==> config.mk <==
export PLATFORM = sky130hd
export DESIGN_NAME = sda_synth_ctrl
export DESIGN_NICKNAME = d
export VERILOG_FILES = /design/src/core/sda_pkg.sv /design/src/core/sda_synth_ctrl.sv /design/src/core/sda_rate_gen.sv /design/src/core/sda_afc_loop.sv
export SDC_FILE = /design/constraint.sdc
export NUM_CORES = 1
export LEC_CHECK = 0
export BUFFER_PORTS_ARGS = -buffer_cell sky130_fd_sc_hd__buf_2
export CORE_ASPECT_RATIO = 0.6
export CORE_MARGIN = 2
export CORE_UTILIZATION = 32
export DETAILED_ROUTE_END_ITERATION = 8
export GPL_ROUTABILITY_DRIVEN = 0
export PLACE_DENSITY = 0.59
export SYNTH_ARGS = -nofsm -noshare
export SYNTH_HDL_FRONTEND = slang
export SYNTH_SLANG_ARGS = --single-unit
==> constraint.sdc <==
create_clock -name clock -period 6.95 [get_ports clock]
set_clock_uncertainty 0.2 [all_clocks]
set_input_delay 1.39 -clock clock [delete_from_list [all_inputs] [get_ports clock]]
set_output_delay 1.39 -clock clock [all_outputs]
set_load 0.05 [all_outputs]
==> src/core/sda_pkg.sv <==
/*
 * Constants shared by the synthesizer deviation, offset, AFC and rate logic.
 * Assumes byte-wide register access with a 7-bit address.
 */
package sda_pkg;

    // ------------------------------------------------------------
    // register offsets
    // ------------------------------------------------------------
    localparam logic [6:0] SDA_ADDR_AFC_LIMIT = 7'h2A;
    localparam logic [6:0] SDA_ADDR_AFC_CORR = 7'h2B;
    localparam logic [6:0] SDA_ADDR_RATE_HI = 7'h6E;
    localparam logic [6:0] SDA_ADDR_RATE_LO = 7'h6F;
    localparam logic [6:0] SDA_ADDR_MOD_CTRL2 = 7'h71;
    localparam logic [6:0] SDA_ADDR_DEV_LO = 7'h72;
    localparam logic [6:0] SDA_ADDR_OFS_LO = 7'h73;
    localparam logic [6:0] SDA_ADDR_OFS_HI = 7'h74;

    // ------------------------------------------------------------
    // reset values
    // ------------------------------------------------------------
    localparam logic [7:0] SDA_RST_AFC_LIMIT = 8'h00;
    localparam logic [7:0] SDA_RST_RATE_HI = 8'h0A;
    localparam logic [7:0] SDA_RST_RATE_LO = 8'h3D;
    localparam logic [7:0] SDA_RST_MOD_CTRL2 = 8'h00;
    localparam logic [7:0] SDA_RST_DEV_LO = 8'h20;
    localparam logic [7:0] SDA_RST_OFS_LO = 8'h00;
    localparam logic [7:0] SDA_RST_OFS_HI = 8'h00;

    // ------------------------------------------------------------
    // field positions
    // ------------------------------------------------------------
    localparam int SDA_MOD_DEV_MSB_BIT = 2;
    localparam int SDA_MOD_TYPE_LSB = 0;
    localparam int SDA_OFS_HI_BITS = 2;
    localparam logic [1:0] SDA_MODTYPE_FSK = 2'h2;
    localparam logic [1:0] SDA_MODTYPE_GFSK = 2'h3;

    // ------------------------------------------------------------
    // scaling and timing
    // ------------------------------------------------------------
    localparam int SDA_DEV_SHIFT = 2;
    localparam int SDA_CLOCK_HZ = 20000000;
    localparam int SDA_RATE_REF_HZ = 1000000;
    localparam int SDA_REF_DIV = SDA_CLOCK_HZ / SDA_RATE_REF_HZ;
    localparam int SDA_RATE_BASE_BITS = 16;
    localparam int SDA_RATE_SCALE_BITS = 5;
    localparam int SDA_MEASURE_BITS = 2;
    localparam int SDA_SETTLE_PER_STEP = 2;

    typedef enum logic [1:0] {
        SDA_AFC_OFF = 2'b00,
        SDA_AFC_MEASURE = 2'b01,
        SDA_AFC_SETTLE = 2'b10,
        SDA_AFC_FROZEN = 2'b11
    } sda_afc_state_e;

endpackage

==> src/core/sda_synth_ctrl.sv <==
/*
 * Synthesizer deviation, offset, AFC and rate control with byte registers.
 * Assumes a same-clock register port and demodulator.
 */
// Operation
// nine-bit deviation word, 625 Hz steps
// deviation step independent of band
// FM shifts carrier by plus/minus deviation
// ten-bit offset word is two's complement
// offset 156.25 Hz, doubled in high band
// offset and AFC share one correction
// both applied through fractional PLL shift
// RX uses AFC if enabled, else offset
// AFC frozen after preamble until packet end
// multi-packet clears AFC at packet end
// pull-in bounded by unsigned limiter register
// gear halves feedback per step
// measure two bits, correct, then settle
// cycle length field, default four bits
// zero cycle length gives no correction
// correction readable, band-scaled per count
// host sizes preamble for AFC settling
// bit rate from rate word and prescale
// host sets prescale below 30 kbps
// host retunes modulation above 100 kbps
// rate word affects transmit only
// rates from slowest to fastest supported
// high band bit doubles offset scaling
// register writes take effect directly
`timescale 1ns/1ns
`default_nettype none
module sda_synth_ctrl
    import sda_pkg::*;
(
    input wire logic clock,
    input wire logic rstn,
    input wire logic ce,
    input wire logic [6:0] reg_addr,
    input wire logic [7:0] reg_wdata,
    input wire logic reg_write,
    input wire logic reg_read,
    output logic [7:0] reg_rdata,
    output logic reg_hit,
    input wire logic high_band,
    input wire logic rx_mode,
    input wire logic tx_mode,
    input wire logic afc_enable,
    input wire logic multi_packet,
    input wire logic [2:0] afc_gear,
    input wire logic [2:0] afc_cycle_len,
    input wire logic rate_prescale,
    input wire logic tx_data,
    input wire logic rx_bit_tick,
    input wire logic signed [7:0] freq_error,
    input wire logic preamble_det,
    input wire logic packet_end,
    output logic signed [11:0] lo_shift,
    output logic signed [9:0] fm_shift,
    output logic [8:0] deviation_word,
    output logic fm_active,
    output logic tx_bit_tick,
    output logic [1:0] afc_state
);
    // ------------------------------------------------------------
    // register storage
    // ------------------------------------------------------------
    logic [7:0] pull_in_limit, tx_rate_high_byte, tx_rate_low_byte, modulation_control_two;
    logic [7:0] deviation_low_byte, offset_low_byte;
    logic [1:0] offset_high_bits;

    logic wr_limit, wr_rate_hi, wr_rate_lo, wr_mod, wr_dev, wr_ofs_lo, wr_ofs_hi;

    assign wr_limit = reg_write && reg_addr == SDA_ADDR_AFC_LIMIT;
    assign wr_rate_hi = reg_write && reg_addr == SDA_ADDR_RATE_HI;
    assign wr_rate_lo = reg_write && reg_addr == SDA_ADDR_RATE_LO;
    assign wr_mod = reg_write && reg_addr == SDA_ADDR_MOD_CTRL2;
    assign wr_dev = reg_write && reg_addr == SDA_ADDR_DEV_LO;
    assign wr_ofs_lo = reg_write && reg_addr == SDA_ADDR_OFS_LO;
    assign wr_ofs_hi = reg_write && reg_addr == SDA_ADDR_OFS_HI;

    // writes land in one cycle, no commit command
    always_ff @(posedge clock or negedge rstn) begin
        if (!rstn) begin
            pull_in_limit <= SDA_RST_AFC_LIMIT;
            tx_rate_high_byte <= SDA_RST_RATE_HI;
            tx_rate_low_byte <= SDA_RST_RATE_LO;
            modulation_control_two <= SDA_RST_MOD_CTRL2;
            deviation_low_byte <= SDA_RST_DEV_LO;
            offset_low_byte <= SDA_RST_OFS_LO;
            offset_high_bits <= SDA_RST_OFS_HI[1:0];
        end else if (ce) begin
            if (wr_limit) begin
                pull_in_limit <= reg_wdata;
            end
            if (wr_rate_hi) begin
                tx_rate_high_byte <= reg_wdata;
            end
            if (wr_rate_lo) begin
                tx_rate_low_byte <= reg_wdata;
            end
            if (wr_mod) begin
                modulation_control_two <= reg_wdata;
            end
            if (wr_dev) begin
                deviation_low_byte <= reg_wdata;
            end
            if (wr_ofs_lo) begin
                offset_low_byte <= reg_wdata;
            end
            if (wr_ofs_hi) begin
                offset_high_bits <= reg_wdata[SDA_OFS_HI_BITS-1:0];
            end
        end
    end

    // ------------------------------------------------------------
    // read back
    // ------------------------------------------------------------
    logic signed [7:0] afc_correction;
    logic [7:0] read_mux;
    logic addr_known;

    assign addr_known = reg_addr inside {SDA_ADDR_AFC_LIMIT, SDA_ADDR_AFC_CORR, SDA_ADDR_RATE_HI,
        SDA_ADDR_RATE_LO, [SDA_ADDR_MOD_CTRL2:SDA_ADDR_OFS_HI]};

    always_comb begin
        case (reg_addr)
            SDA_ADDR_AFC_LIMIT: read_mux = pull_in_limit;
            SDA_ADDR_AFC_CORR: read_mux = afc_correction;
            SDA_ADDR_RATE_HI: read_mux = tx_rate_high_byte;
            SDA_ADDR_RATE_LO: read_mux = tx_rate_low_byte;
            SDA_ADDR_MOD_CTRL2: read_mux = modulation_control_two;
            SDA_ADDR_DEV_LO: read_mux = deviation_low_byte;
            SDA_ADDR_OFS_LO: read_mux = offset_low_byte;
            SDA_ADDR_OFS_HI: read_mux = {6'h00, offset_high_bits};
            default: read_mux = 8'h00;
        endcase
    end

    always_ff @(posedge clock or negedge rstn) begin
        if (!rstn) begin
            reg_rdata <= 8'h00;
            reg_hit <= 1'b0;
        end else if (ce) begin
            reg_hit <= (reg_read || reg_write) && addr_known;
            if (reg_read) begin
                reg_rdata <= read_mux;
            end
        end
    end

    // ------------------------------------------------------------
    // deviation and frequency modulation
    // ------------------------------------------------------------
    logic [1:0] mod_type;
    logic signed [10:0] dev_scaled;
    logic signed [9:0] next_fm_shift;

    assign mod_type = modulation_control_two[SDA_MOD_TYPE_LSB +: 2];
    // band bit deliberately absent from the deviation path
    assign deviation_word = {modulation_control_two[SDA_MOD_DEV_MSB_BIT],
                             deviation_low_byte};
    assign dev_scaled = 11'(deviation_word) <<< SDA_DEV_SHIFT;

    always_comb begin
        next_fm_shift = 10'sh000;
        if (fm_active) begin
            next_fm_shift = tx_data ? dev_scaled[10:1] : -dev_scaled[10:1];
        end
    end

    always_ff @(posedge clock or negedge rstn) begin
        if (!rstn) begin
            fm_active <= 1'b0;
            fm_shift <= 10'sh000;
        end else if (ce) begin
            fm_active <= tx_mode
                && (mod_type == SDA_MODTYPE_FSK || mod_type == SDA_MODTYPE_GFSK);
            fm_shift <= next_fm_shift;
        end
    end

    // ------------------------------------------------------------
    // manual offset and AFC selection
    // ------------------------------------------------------------
    logic signed [9:0] manual_offset_word;
    logic signed [10:0] shared_corr;
    logic use_afc;
    logic afc_run;

    assign manual_offset_word = {offset_high_bits, offset_low_byte};
    assign use_afc = rx_mode && afc_enable && !tx_mode;
    assign afc_run = use_afc;
    // one shared correction value feeds the PLL
    assign shared_corr = use_afc ? 11'(afc_correction) : 11'(manual_offset_word);

    always_ff @(posedge clock or negedge rstn) begin
        if (!rstn) begin
            lo_shift <= 12'sh000;
        end else if (ce) begin
            lo_shift <= high_band ? (12'(shared_corr) <<< 1) : 12'(shared_corr);
        end
    end

    // ------------------------------------------------------------
    // automatic frequency control
    // ------------------------------------------------------------
    sda_afc_loop u_afc (
        .clock(clock),
        .rstn(rstn),
        .ce(ce),
        .enable(afc_run),
        .rx_bit_tick(rx_bit_tick),
        .freq_error(freq_error),
        .preamble_det(preamble_det),
        .packet_end(packet_end),
        .multi_packet(multi_packet),
        .gear(afc_gear),
        .cycle_len(afc_cycle_len),
        .limit(pull_in_limit),
        .correction(afc_correction),
        .state_code(afc_state)
    );

    // ------------------------------------------------------------
    // transmit rate
    // ------------------------------------------------------------
    sda_rate_gen u_rate (
        .clock(clock),
        .rstn(rstn),
        .ce(ce),
        .run(tx_mode),
        .rate_word({tx_rate_high_byte, tx_rate_low_byte}),
        .prescale(rate_prescale),
        .bit_tick(tx_bit_tick)
    );
endmodule
`default_nettype wire

==> src/core/sda_rate_gen.sv <==
/*
 * Transmit bit-rate generator, phase accumulator on a 1 MHz tick.
 * Assumes a 20 MHz clock.
 */
`timescale 1ns/1ns
`default_nettype none
module sda_rate_gen
    import sda_pkg::*;
(
    input wire logic clock,
    input wire logic rstn,
    input wire logic ce,
    input wire logic run,
    input wire logic [15:0] rate_word,
    input wire logic prescale,
    output logic bit_tick
);
    localparam int ACC_W = SDA_RATE_BASE_BITS + SDA_RATE_SCALE_BITS;

    logic [4:0] ref_cnt;
    logic [ACC_W-1:0] acc;
    logic ref_tick;
    logic [ACC_W:0] sum;
    logic carry;

    assign ref_tick = (ref_cnt == 5'(SDA_REF_DIV - 1));
    assign sum = {1'b0, acc} + {{(ACC_W-15){1'b0}}, rate_word};
    // carry out of bit 16, or bit 21 with prescale
    assign carry = prescale ? sum[ACC_W] : sum[SDA_RATE_BASE_BITS];

    // ------------------------------------------------------------
    // reference divider and accumulator
    // ------------------------------------------------------------
    always_ff @(posedge clock or negedge rstn) begin
        if (!rstn) begin
            ref_cnt <= 5'h00;
            acc <= '0;
            bit_tick <= 1'b0;
        end else if (ce) begin
            ref_cnt <= ref_tick ? 5'h00 : ref_cnt + 5'h01;
            bit_tick <= run && ref_tick && carry;
            if (!run) begin
                acc <= '0;
            end else if (ref_tick) begin
                acc <= prescale ? sum[ACC_W-1:0]
                                : {5'h00, sum[SDA_RATE_BASE_BITS-1:0]};
            end
        end
    end
endmodule
`default_nettype wire

==> src/core/sda_afc_loop.sv <==
/*
 * AFC loop: measure, correct and settle cycle, freeze and per-packet reset.
 * Assumes demodulator inputs on the same clock.
 */
`timescale 1ns/1ns
`default_nettype none
module sda_afc_loop
    import sda_pkg::*;
(
    input wire logic clock,
    input wire logic rstn,
    input wire logic ce,
    input wire logic enable,
    input wire logic rx_bit_tick,
    input wire logic signed [7:0] freq_error,
    input wire logic preamble_det,
    input wire logic packet_end,
    input wire logic multi_packet,
    input wire logic [2:0] gear,
    input wire logic [2:0] cycle_len,
    input wire logic [7:0] limit,
    output logic signed [7:0] correction,
    output logic [1:0] state_code
);
    sda_afc_state_e state, next_state;
    logic [4:0] bit_cnt;
    logic signed [9:0] err_sum;
    logic signed [9:0] err_step;
    logic signed [10:0] raw_corr, lim_pos, next_corr;
    logic [4:0] settle_bits;
    logic measure_done, settle_done;

    assign settle_bits = 5'({2'b00, cycle_len} * 5'(SDA_SETTLE_PER_STEP));
    assign measure_done = rx_bit_tick && (bit_cnt == 5'(SDA_MEASURE_BITS - 1));
    assign settle_done = rx_bit_tick && (bit_cnt >= settle_bits - 5'h01);
    // two-bit error sum over gear shift, 4 bits so gear 7 cannot wrap
    assign err_step = (err_sum + 10'(freq_error)) >>> (4'(gear) + 4'h1);
    assign raw_corr = 11'(correction) + 11'(err_step);
    assign lim_pos = {3'b000, limit};
    assign next_corr = (raw_corr > lim_pos) ? lim_pos :
                       (raw_corr < -lim_pos) ? -lim_pos : raw_corr;
    assign state_code = state;

    // ------------------------------------------------------------
    // cycle sequencing
    // ------------------------------------------------------------
    always_comb begin
        next_state = state;
        case (state)
            SDA_AFC_OFF: begin
                if (enable && cycle_len != 3'h0) begin
                    next_state = SDA_AFC_MEASURE;
                end
            end
            SDA_AFC_MEASURE: begin
                if (preamble_det) begin
                    next_state = SDA_AFC_FROZEN;
                end else if (measure_done) begin
                    next_state = SDA_AFC_SETTLE;
                end
            end
            SDA_AFC_SETTLE: begin
                if (preamble_det) begin
                    next_state = SDA_AFC_FROZEN;
                end else if (settle_done) begin
                    next_state = SDA_AFC_MEASURE;
                end
            end
            SDA_AFC_FROZEN: begin
                if (packet_end) begin
                    next_state = SDA_AFC_MEASURE;
                end
            end
            default: next_state = SDA_AFC_OFF;
        endcase
        if (!enable || cycle_len == 3'h0) begin
            next_state = SDA_AFC_OFF;
        end
    end

    always_ff @(posedge clock or negedge rstn) begin
        if (!rstn) begin
            state <= SDA_AFC_OFF;
            bit_cnt <= 5'h00;
            err_sum <= 10'sh000;
            correction <= 8'sh00;
        end else if (ce) begin
            state <= next_state;
            if (state != next_state) begin
                bit_cnt <= 5'h00;
                err_sum <= 10'sh000;
            end else if (rx_bit_tick) begin
                bit_cnt <= bit_cnt + 5'h01;
                if (state == SDA_AFC_MEASURE) begin
                    err_sum <= err_sum + 10'(freq_error);
                end
            end
            if (next_state == SDA_AFC_OFF) begin
                correction <= 8'sh00;
            end else if (state == SDA_AFC_FROZEN && packet_end && multi_packet) begin
                correction <= 8'sh00;
            end else if (state == SDA_AFC_MEASURE && measure_done && !preamble_det) begin
                correction <= next_corr[7:0];
            end
        end
    end
endmodule
`default_nettype wire

Word level (Yosys, flattened, before mapping) --
Cells that the tools add are included.
Cells by class: add/subtract/negate cells 9, multipliers 0, div/mod/pow operators 0, order comparisons 5, equal/unequal tests 17, shift operators 1, muxes and demuxes 28, bitwise operators 0, reduce and logical (&&, ||, !) cells 47
Operators with widths (count):
- $pmux 8 s8 | 1
- $mux 21 | 3
- $mux 10 | 5
- $eq 7x7->1 const B | 6
- $mux 8 | 5
- $add 21x16->22 | 1
- $mux 11 | 2
- $reduce_and 2->1 | 11
- $logic_and 1x1->1 | 21
- $mux 5 | 3
- $eq 7x6->1 const B | 2
- $mux 2 | 7
- $add 8x10->11 | 1
- $gt 11x9->1 | 1
- $lt 11x11->1 | 1
- $neg 8->11 | 1
- $add 10x8->10 | 1
- $add 5x1->5 const B | 2
- $neg 10->10 | 1
- $sshr 10x4->10 | 1
- $eq 2x2->1 const B | 4
- $pmux 2 s4 | 1
- $ge 7x7->1 const B | 1
- $le 7x7->1 const B | 1
- other kinds (17) | 24
Word-level totals: register bits 134, latch bits 0, memory bits (writable) 0, memory bits (read-only) 0, input bits 44, output and inout bits 44, logic and storage cells 126, memories kept 0

Longest topological paths before layout --
depth in word-level cells 10, depth in mapped cells 29, depth with buffers taken out 28

Modules after synthesis --
Synthesis repeated with hierarchy kept, for this count alone.
Unflattened totals: cells, all modules 959, area, all modules 9360.2 µm²
By module, submodules not included:
- sda_synth_ctrl | times used 1, cells an instance 352, area an instance 4087.7 µm², sequential area each 2011.9 µm²
- sda_afc_loop | times used 1, cells an instance 402, area an instance 3362.0 µm², sequential area each 625.6 µm²
- sda_rate_gen | times used 1, cells an instance 205, area an instance 1910.6 µm², sequential area each 675.6 µm²

Least setup slack after synthesis --
OpenSTA, ideal clock, no wires.
path type input to register, start point input port freq_error[0], end point register u_afc.correction[6], library setup time 0.124 ns, arrival time 6.761 ns, data required time 6.626 ns, path slack -0.135 ns, cell stages on the path 26, buffers on the path 1, path through ha_1 fa_1 a21o_1 a21oi_1 nand2b_1 a211oi_1 mux4_2 mux4_2 o31a_1 ha_1 fa_1 a21o_2 a2111oi_4 xor2_2 inv_1 ha_1 nand2_1 nor3_1 o31ai_1 nand3_1 o31ai_1 a221o_1 buf_2 mux2i_1 nor2_1 a211o_1
On the way: cells in the longest elaborated chain, start to end 9, elaborated cells on any way between the ends 10, classes of those cells add/sub: 2; order compare: 2; shift: 1; mux: 5
RTL lines:
- start: declaration | RTL line sda_synth_ctrl.sv:54 | input wire logic signed [7:0] freq_error,
- $add 10x8->10 * | RTL line sda_afc_loop.sv:37 | assign err_step = (err_sum + 10'(freq_error)) >>> (4'(gear) + 4'h1);
- $sshr 10x4->10 * | RTL line sda_afc_loop.sv:37
- $add 8x10->11 * | RTL line sda_afc_loop.sv:38 | assign raw_corr = 11'(correction) + 11'(err_step);
- $lt 11x11->1 | RTL line sda_afc_loop.sv:41 | (raw_corr < -lim_pos) ? -lim_pos : raw_corr;
- $mux 8 | RTL line sda_afc_loop.sv:41
- $mux 8 * | RTL line sda_afc_loop.sv:40 | assign next_corr = (raw_corr > lim_pos) ? lim_pos :
- $mux 8 * | RTL line sda_afc_loop.sv:102 | end else if (state == SDA_AFC_MEASURE && measure_done && !preamble_det) begin
- $mux 8 * | RTL line sda_afc_loop.sv:100 | end else if (state == SDA_AFC_FROZEN && packet_end && multi_packet) begin
- $mux 8 * | RTL line sda_afc_loop.sv:98 | if (next_state == SDA_AFC_OFF) begin
- end signal: assignment | RTL line sda_afc_loop.sv:103 | correction <= next_corr[7:0];
- end: declaration | RTL line sda_afc_loop.sv:22 | output logic signed [7:0] correction,
Every way passes the cells marked *; elsewhere a longest branch is shown, timed or not. The select of a mux whose other input is x is not followed. A chain may end at the register's enable or synchronous reset.

Final worst setup path --
start point input port freq_error[0], end point register u_afc.correction[2]
The elaborated chain is that of the path after synthesis.

==> results.md <==
* # port buffers at 86
* Fin crit period at 6.82 ns
* P_leak at 5.33 nW
* Inserted Clock Buffers at 17
* Routed Antenna Nets at 0
* Die height at 134 um
* Initial antenna violation count at 2
* Share of post-route cells with drive strength above 1 at 28.9%
* Root Buffer: clkbuf_16
* Setup violators final at 0
* Ys Warns at 0
* Max stage delay on crit path at 0.48 ns
* MaxCap Viol Count at 0
* Hold slack at 0.288 ns
* CTS sink count at 132
* Hold Fails Final Rpt at 0
* Ranking of synthesized cells by area: dfrtp_1, ha_1, mux2_2
* Max clock buf depth at 2
* Global-route wire length before repair at 40.6 mm
* H-tree depth at 4
* Clk_lat worst skew at 0.43 ns
* Vias in the first global route at 6,993
* Final period util at 98.1%
* Starting Density at 32.6%
* Sequential fraction of the synthesis area at 36.8%
* Placed wire-length estimate at 19.8 mm
* Cell taking the most area after synthesis: dfrtp_1
* WP data arrival at 6.93 ns
* RSZ-0062 raised after global routing: yes
* Syn Inst Count at 923
* FF+latch count, synth at 132
* Nets at 1,164
* Ys async rst share at 100%
* Main synth FF type: dfrtp_1
* IO Pins at 88
* Initial DRC count at 577
* Largest net degree at the start of global routing at 72
* GRT Total Usage at 17.8%
* Crit-path max FO at 5
* DRT Pass-1 Iters at 5
* Slew Viols, Final at 0
* Area growth from synthesis to final layout at 22.0%
* Post-synth EDFFs at 0
* Hold Path Class: flop to flop
* Slew of the pin with the lowest slew margin at 1.11 ns
* CP required at 7.06 ns
* Post-synth top area share at 34.4%
* Routed len/inst at 18.1 um
* Most numerous cell in the Yosys netlist: dfrtp_1
* Core ar. at 27,600 um^2
* FMAX at 147 MHz
* Mean Syn Cell Area at 9.76 um^2
* Max IR drop VDD at 145 uV
* CTS Hold Bufs at 0
* Final Power at 0.00312 W
* CTS tree: built
* Clock slew at reported path FFs at 0.06 ns
* Slew headroom at 25.2%
* Final wirelength at 26.0 mm
* Setup TNS at 0 ns
* Syn_nets at 1,033
* Critical path's slowest cell: mux4_2
* CP Launch Type: input port
* Row cnt at 47
* Most instantiated cells after synthesis: dfrtp_1, nor2_1, nand2_1
* Routed vias at 7,665
* Pwr/cell area at 284 nW/um^2
* Yosys cell types at 82
* Outcome: completed
* Die Footprint at 29,500 um^2
* DR vias/cell at 5.34
* Die W at 221 um
* Residual DRC at 0
* Post-layout util at 39.8%
* Setup crit end kind: flop
* Synthesized area at 9010 um^2
* Crit Path Category: input port to flop
* GRT overflow at 0
[sequential cells by signal, summed over array words and instances (netlist names), 8 cells and up]
name                    count
u_afc.correction            8
reg_rdata                   8
fm_shift                    9
lo_shift                   11
pull_in_limit               8
tx_rate_low_byte            8
deviation_low_byte          8
u_rate.acc                 21
u_afc.err_sum              10
tx_rate_high_byte           8
modulation_control_two      8
offset_low_byte             8
[final timing paths]
kind | startpoint | cells past startpoint | slack (ns) | endpoint
worst max-delay path | freq_error[0] | 29 | 0.13 | u_afc.correction[2]$_DFFE_PN0P_
worst min-delay path | u_rate.acc[10]$_DFFE_PN0P_ | 2 | 0.29 | u_rate.acc[10]$_DFFE_PN0P_
worst max register to register | u_afc.err_sum[0]$_DFFE_PN0P_ | 28 | 0.76 | u_afc.correction[2]$_DFFE_PN0P_
worst min register to register | u_rate.acc[10]$_DFFE_PN0P_ | 2 | 0.29 | u_rate.acc[10]$_DFFE_PN0P_
max in group asynchronous | rstn | 2 | 4.49 | reg_rdata[2]$_DFFE_PN0P_
min in group asynchronous | rstn | 1 | 0.78 | u_rate.ref_cnt[4]$_DFFE_PN0P_
[through the flow]
stage	cells	setup WS, ns	cell area (um^2)
6_report	1436	0.133	11000
5_1_grt	1435	-0.118	11000
4_1_cts	1432	0.0962	10800
3_5_place_dp	1400	-0.321	10200
3_3_place_gp	1400	-0.227	10200
2_1_floorplan	923	0.00121	9030
[worst max-delay path, delay by kind of cell]
| kind | cells | cell delay, ns |
|---|---|---|
| adders and majority gates | 4 | 1.01 |
| muxes | 3 | 1.15 |
| AOI/OAI and AO/OA | 12 | 2.13 |
| and+or+nand+nor | 6 | 0.71 |
| xor gates and xnor gates | 1 | 0.11 |
| buffers and inverters | 3 | 0.43 |
[repair_timing]
action | in CTS | in global routing
resized for setup | 0 | 33
setup buffers | 0 | 1
setup endpoints to repair | 0 | 8
[routing by layer]
layer,wire [um],vias up,global-route usage (%)
met5,0,-,0
met4,137,0,3.37
met3,1860,11,4.17
met2,9980,234,22.6
met1,14000,3759,29.4
li1,-,3661,-
[kinds of logic after synthesis]
| logic type | share of synthesized area (%) |
|---|---|
| AOI/OAI and AO/OA | 19.2 |
| buffers and inverters | 3.90 |
| xor gates and xnor gates | 4.83 |
| muxes | 12.3 |
| adders and majority gates | 9.42 |
| other | 0.0416 |
| DFF | 36.8 |
| and+or+nand+nor | 13.6 |
[layout make-up]
| class | count | area [um^2] |
|---|---|---|
| Inverter | 46 | 173 |
| Antenna cell | 2 | 5.00 |
| Clock inverter | 11 | 103 |
| Fill cell | 2757 | 16600 |
| Multi-Input combinational cell | 708 | 5520 |
| Timing Repair Buffer | 149 | 946 |
| Clock buffer | 21 | 470 |
| Sequential cell | 132 | 3310 |
| Tap cell | 367 | 459 |
[power breakdown]
| part | internal [W] | switching, W |
|---|---|---|
| registers | 0.000835 | 0.0000770 |
| logic | 0.000636 | 0.000695 |
| clock network | 0.000521 | 0.000357 |
[cells in the final DEF, fill, tap and decap left out, drive strengths merged, types with 19 or more instances in the layout]
| cell type | count |
|---|---|
| nor2 | 77 |
| inv | 46 |
| buf | 148 |
| ha | 63 |
| nand2 | 66 |
| o21ai | 50 |
| clkbuf | 22 |
| mux2i | 33 |
| a21o | 29 |
| mux2 | 61 |
| xnor2 | 29 |
| dfrtp | 124 |
| xor2 | 19 |
| a21oi | 46 |
(Power assumes the default switching activity.)
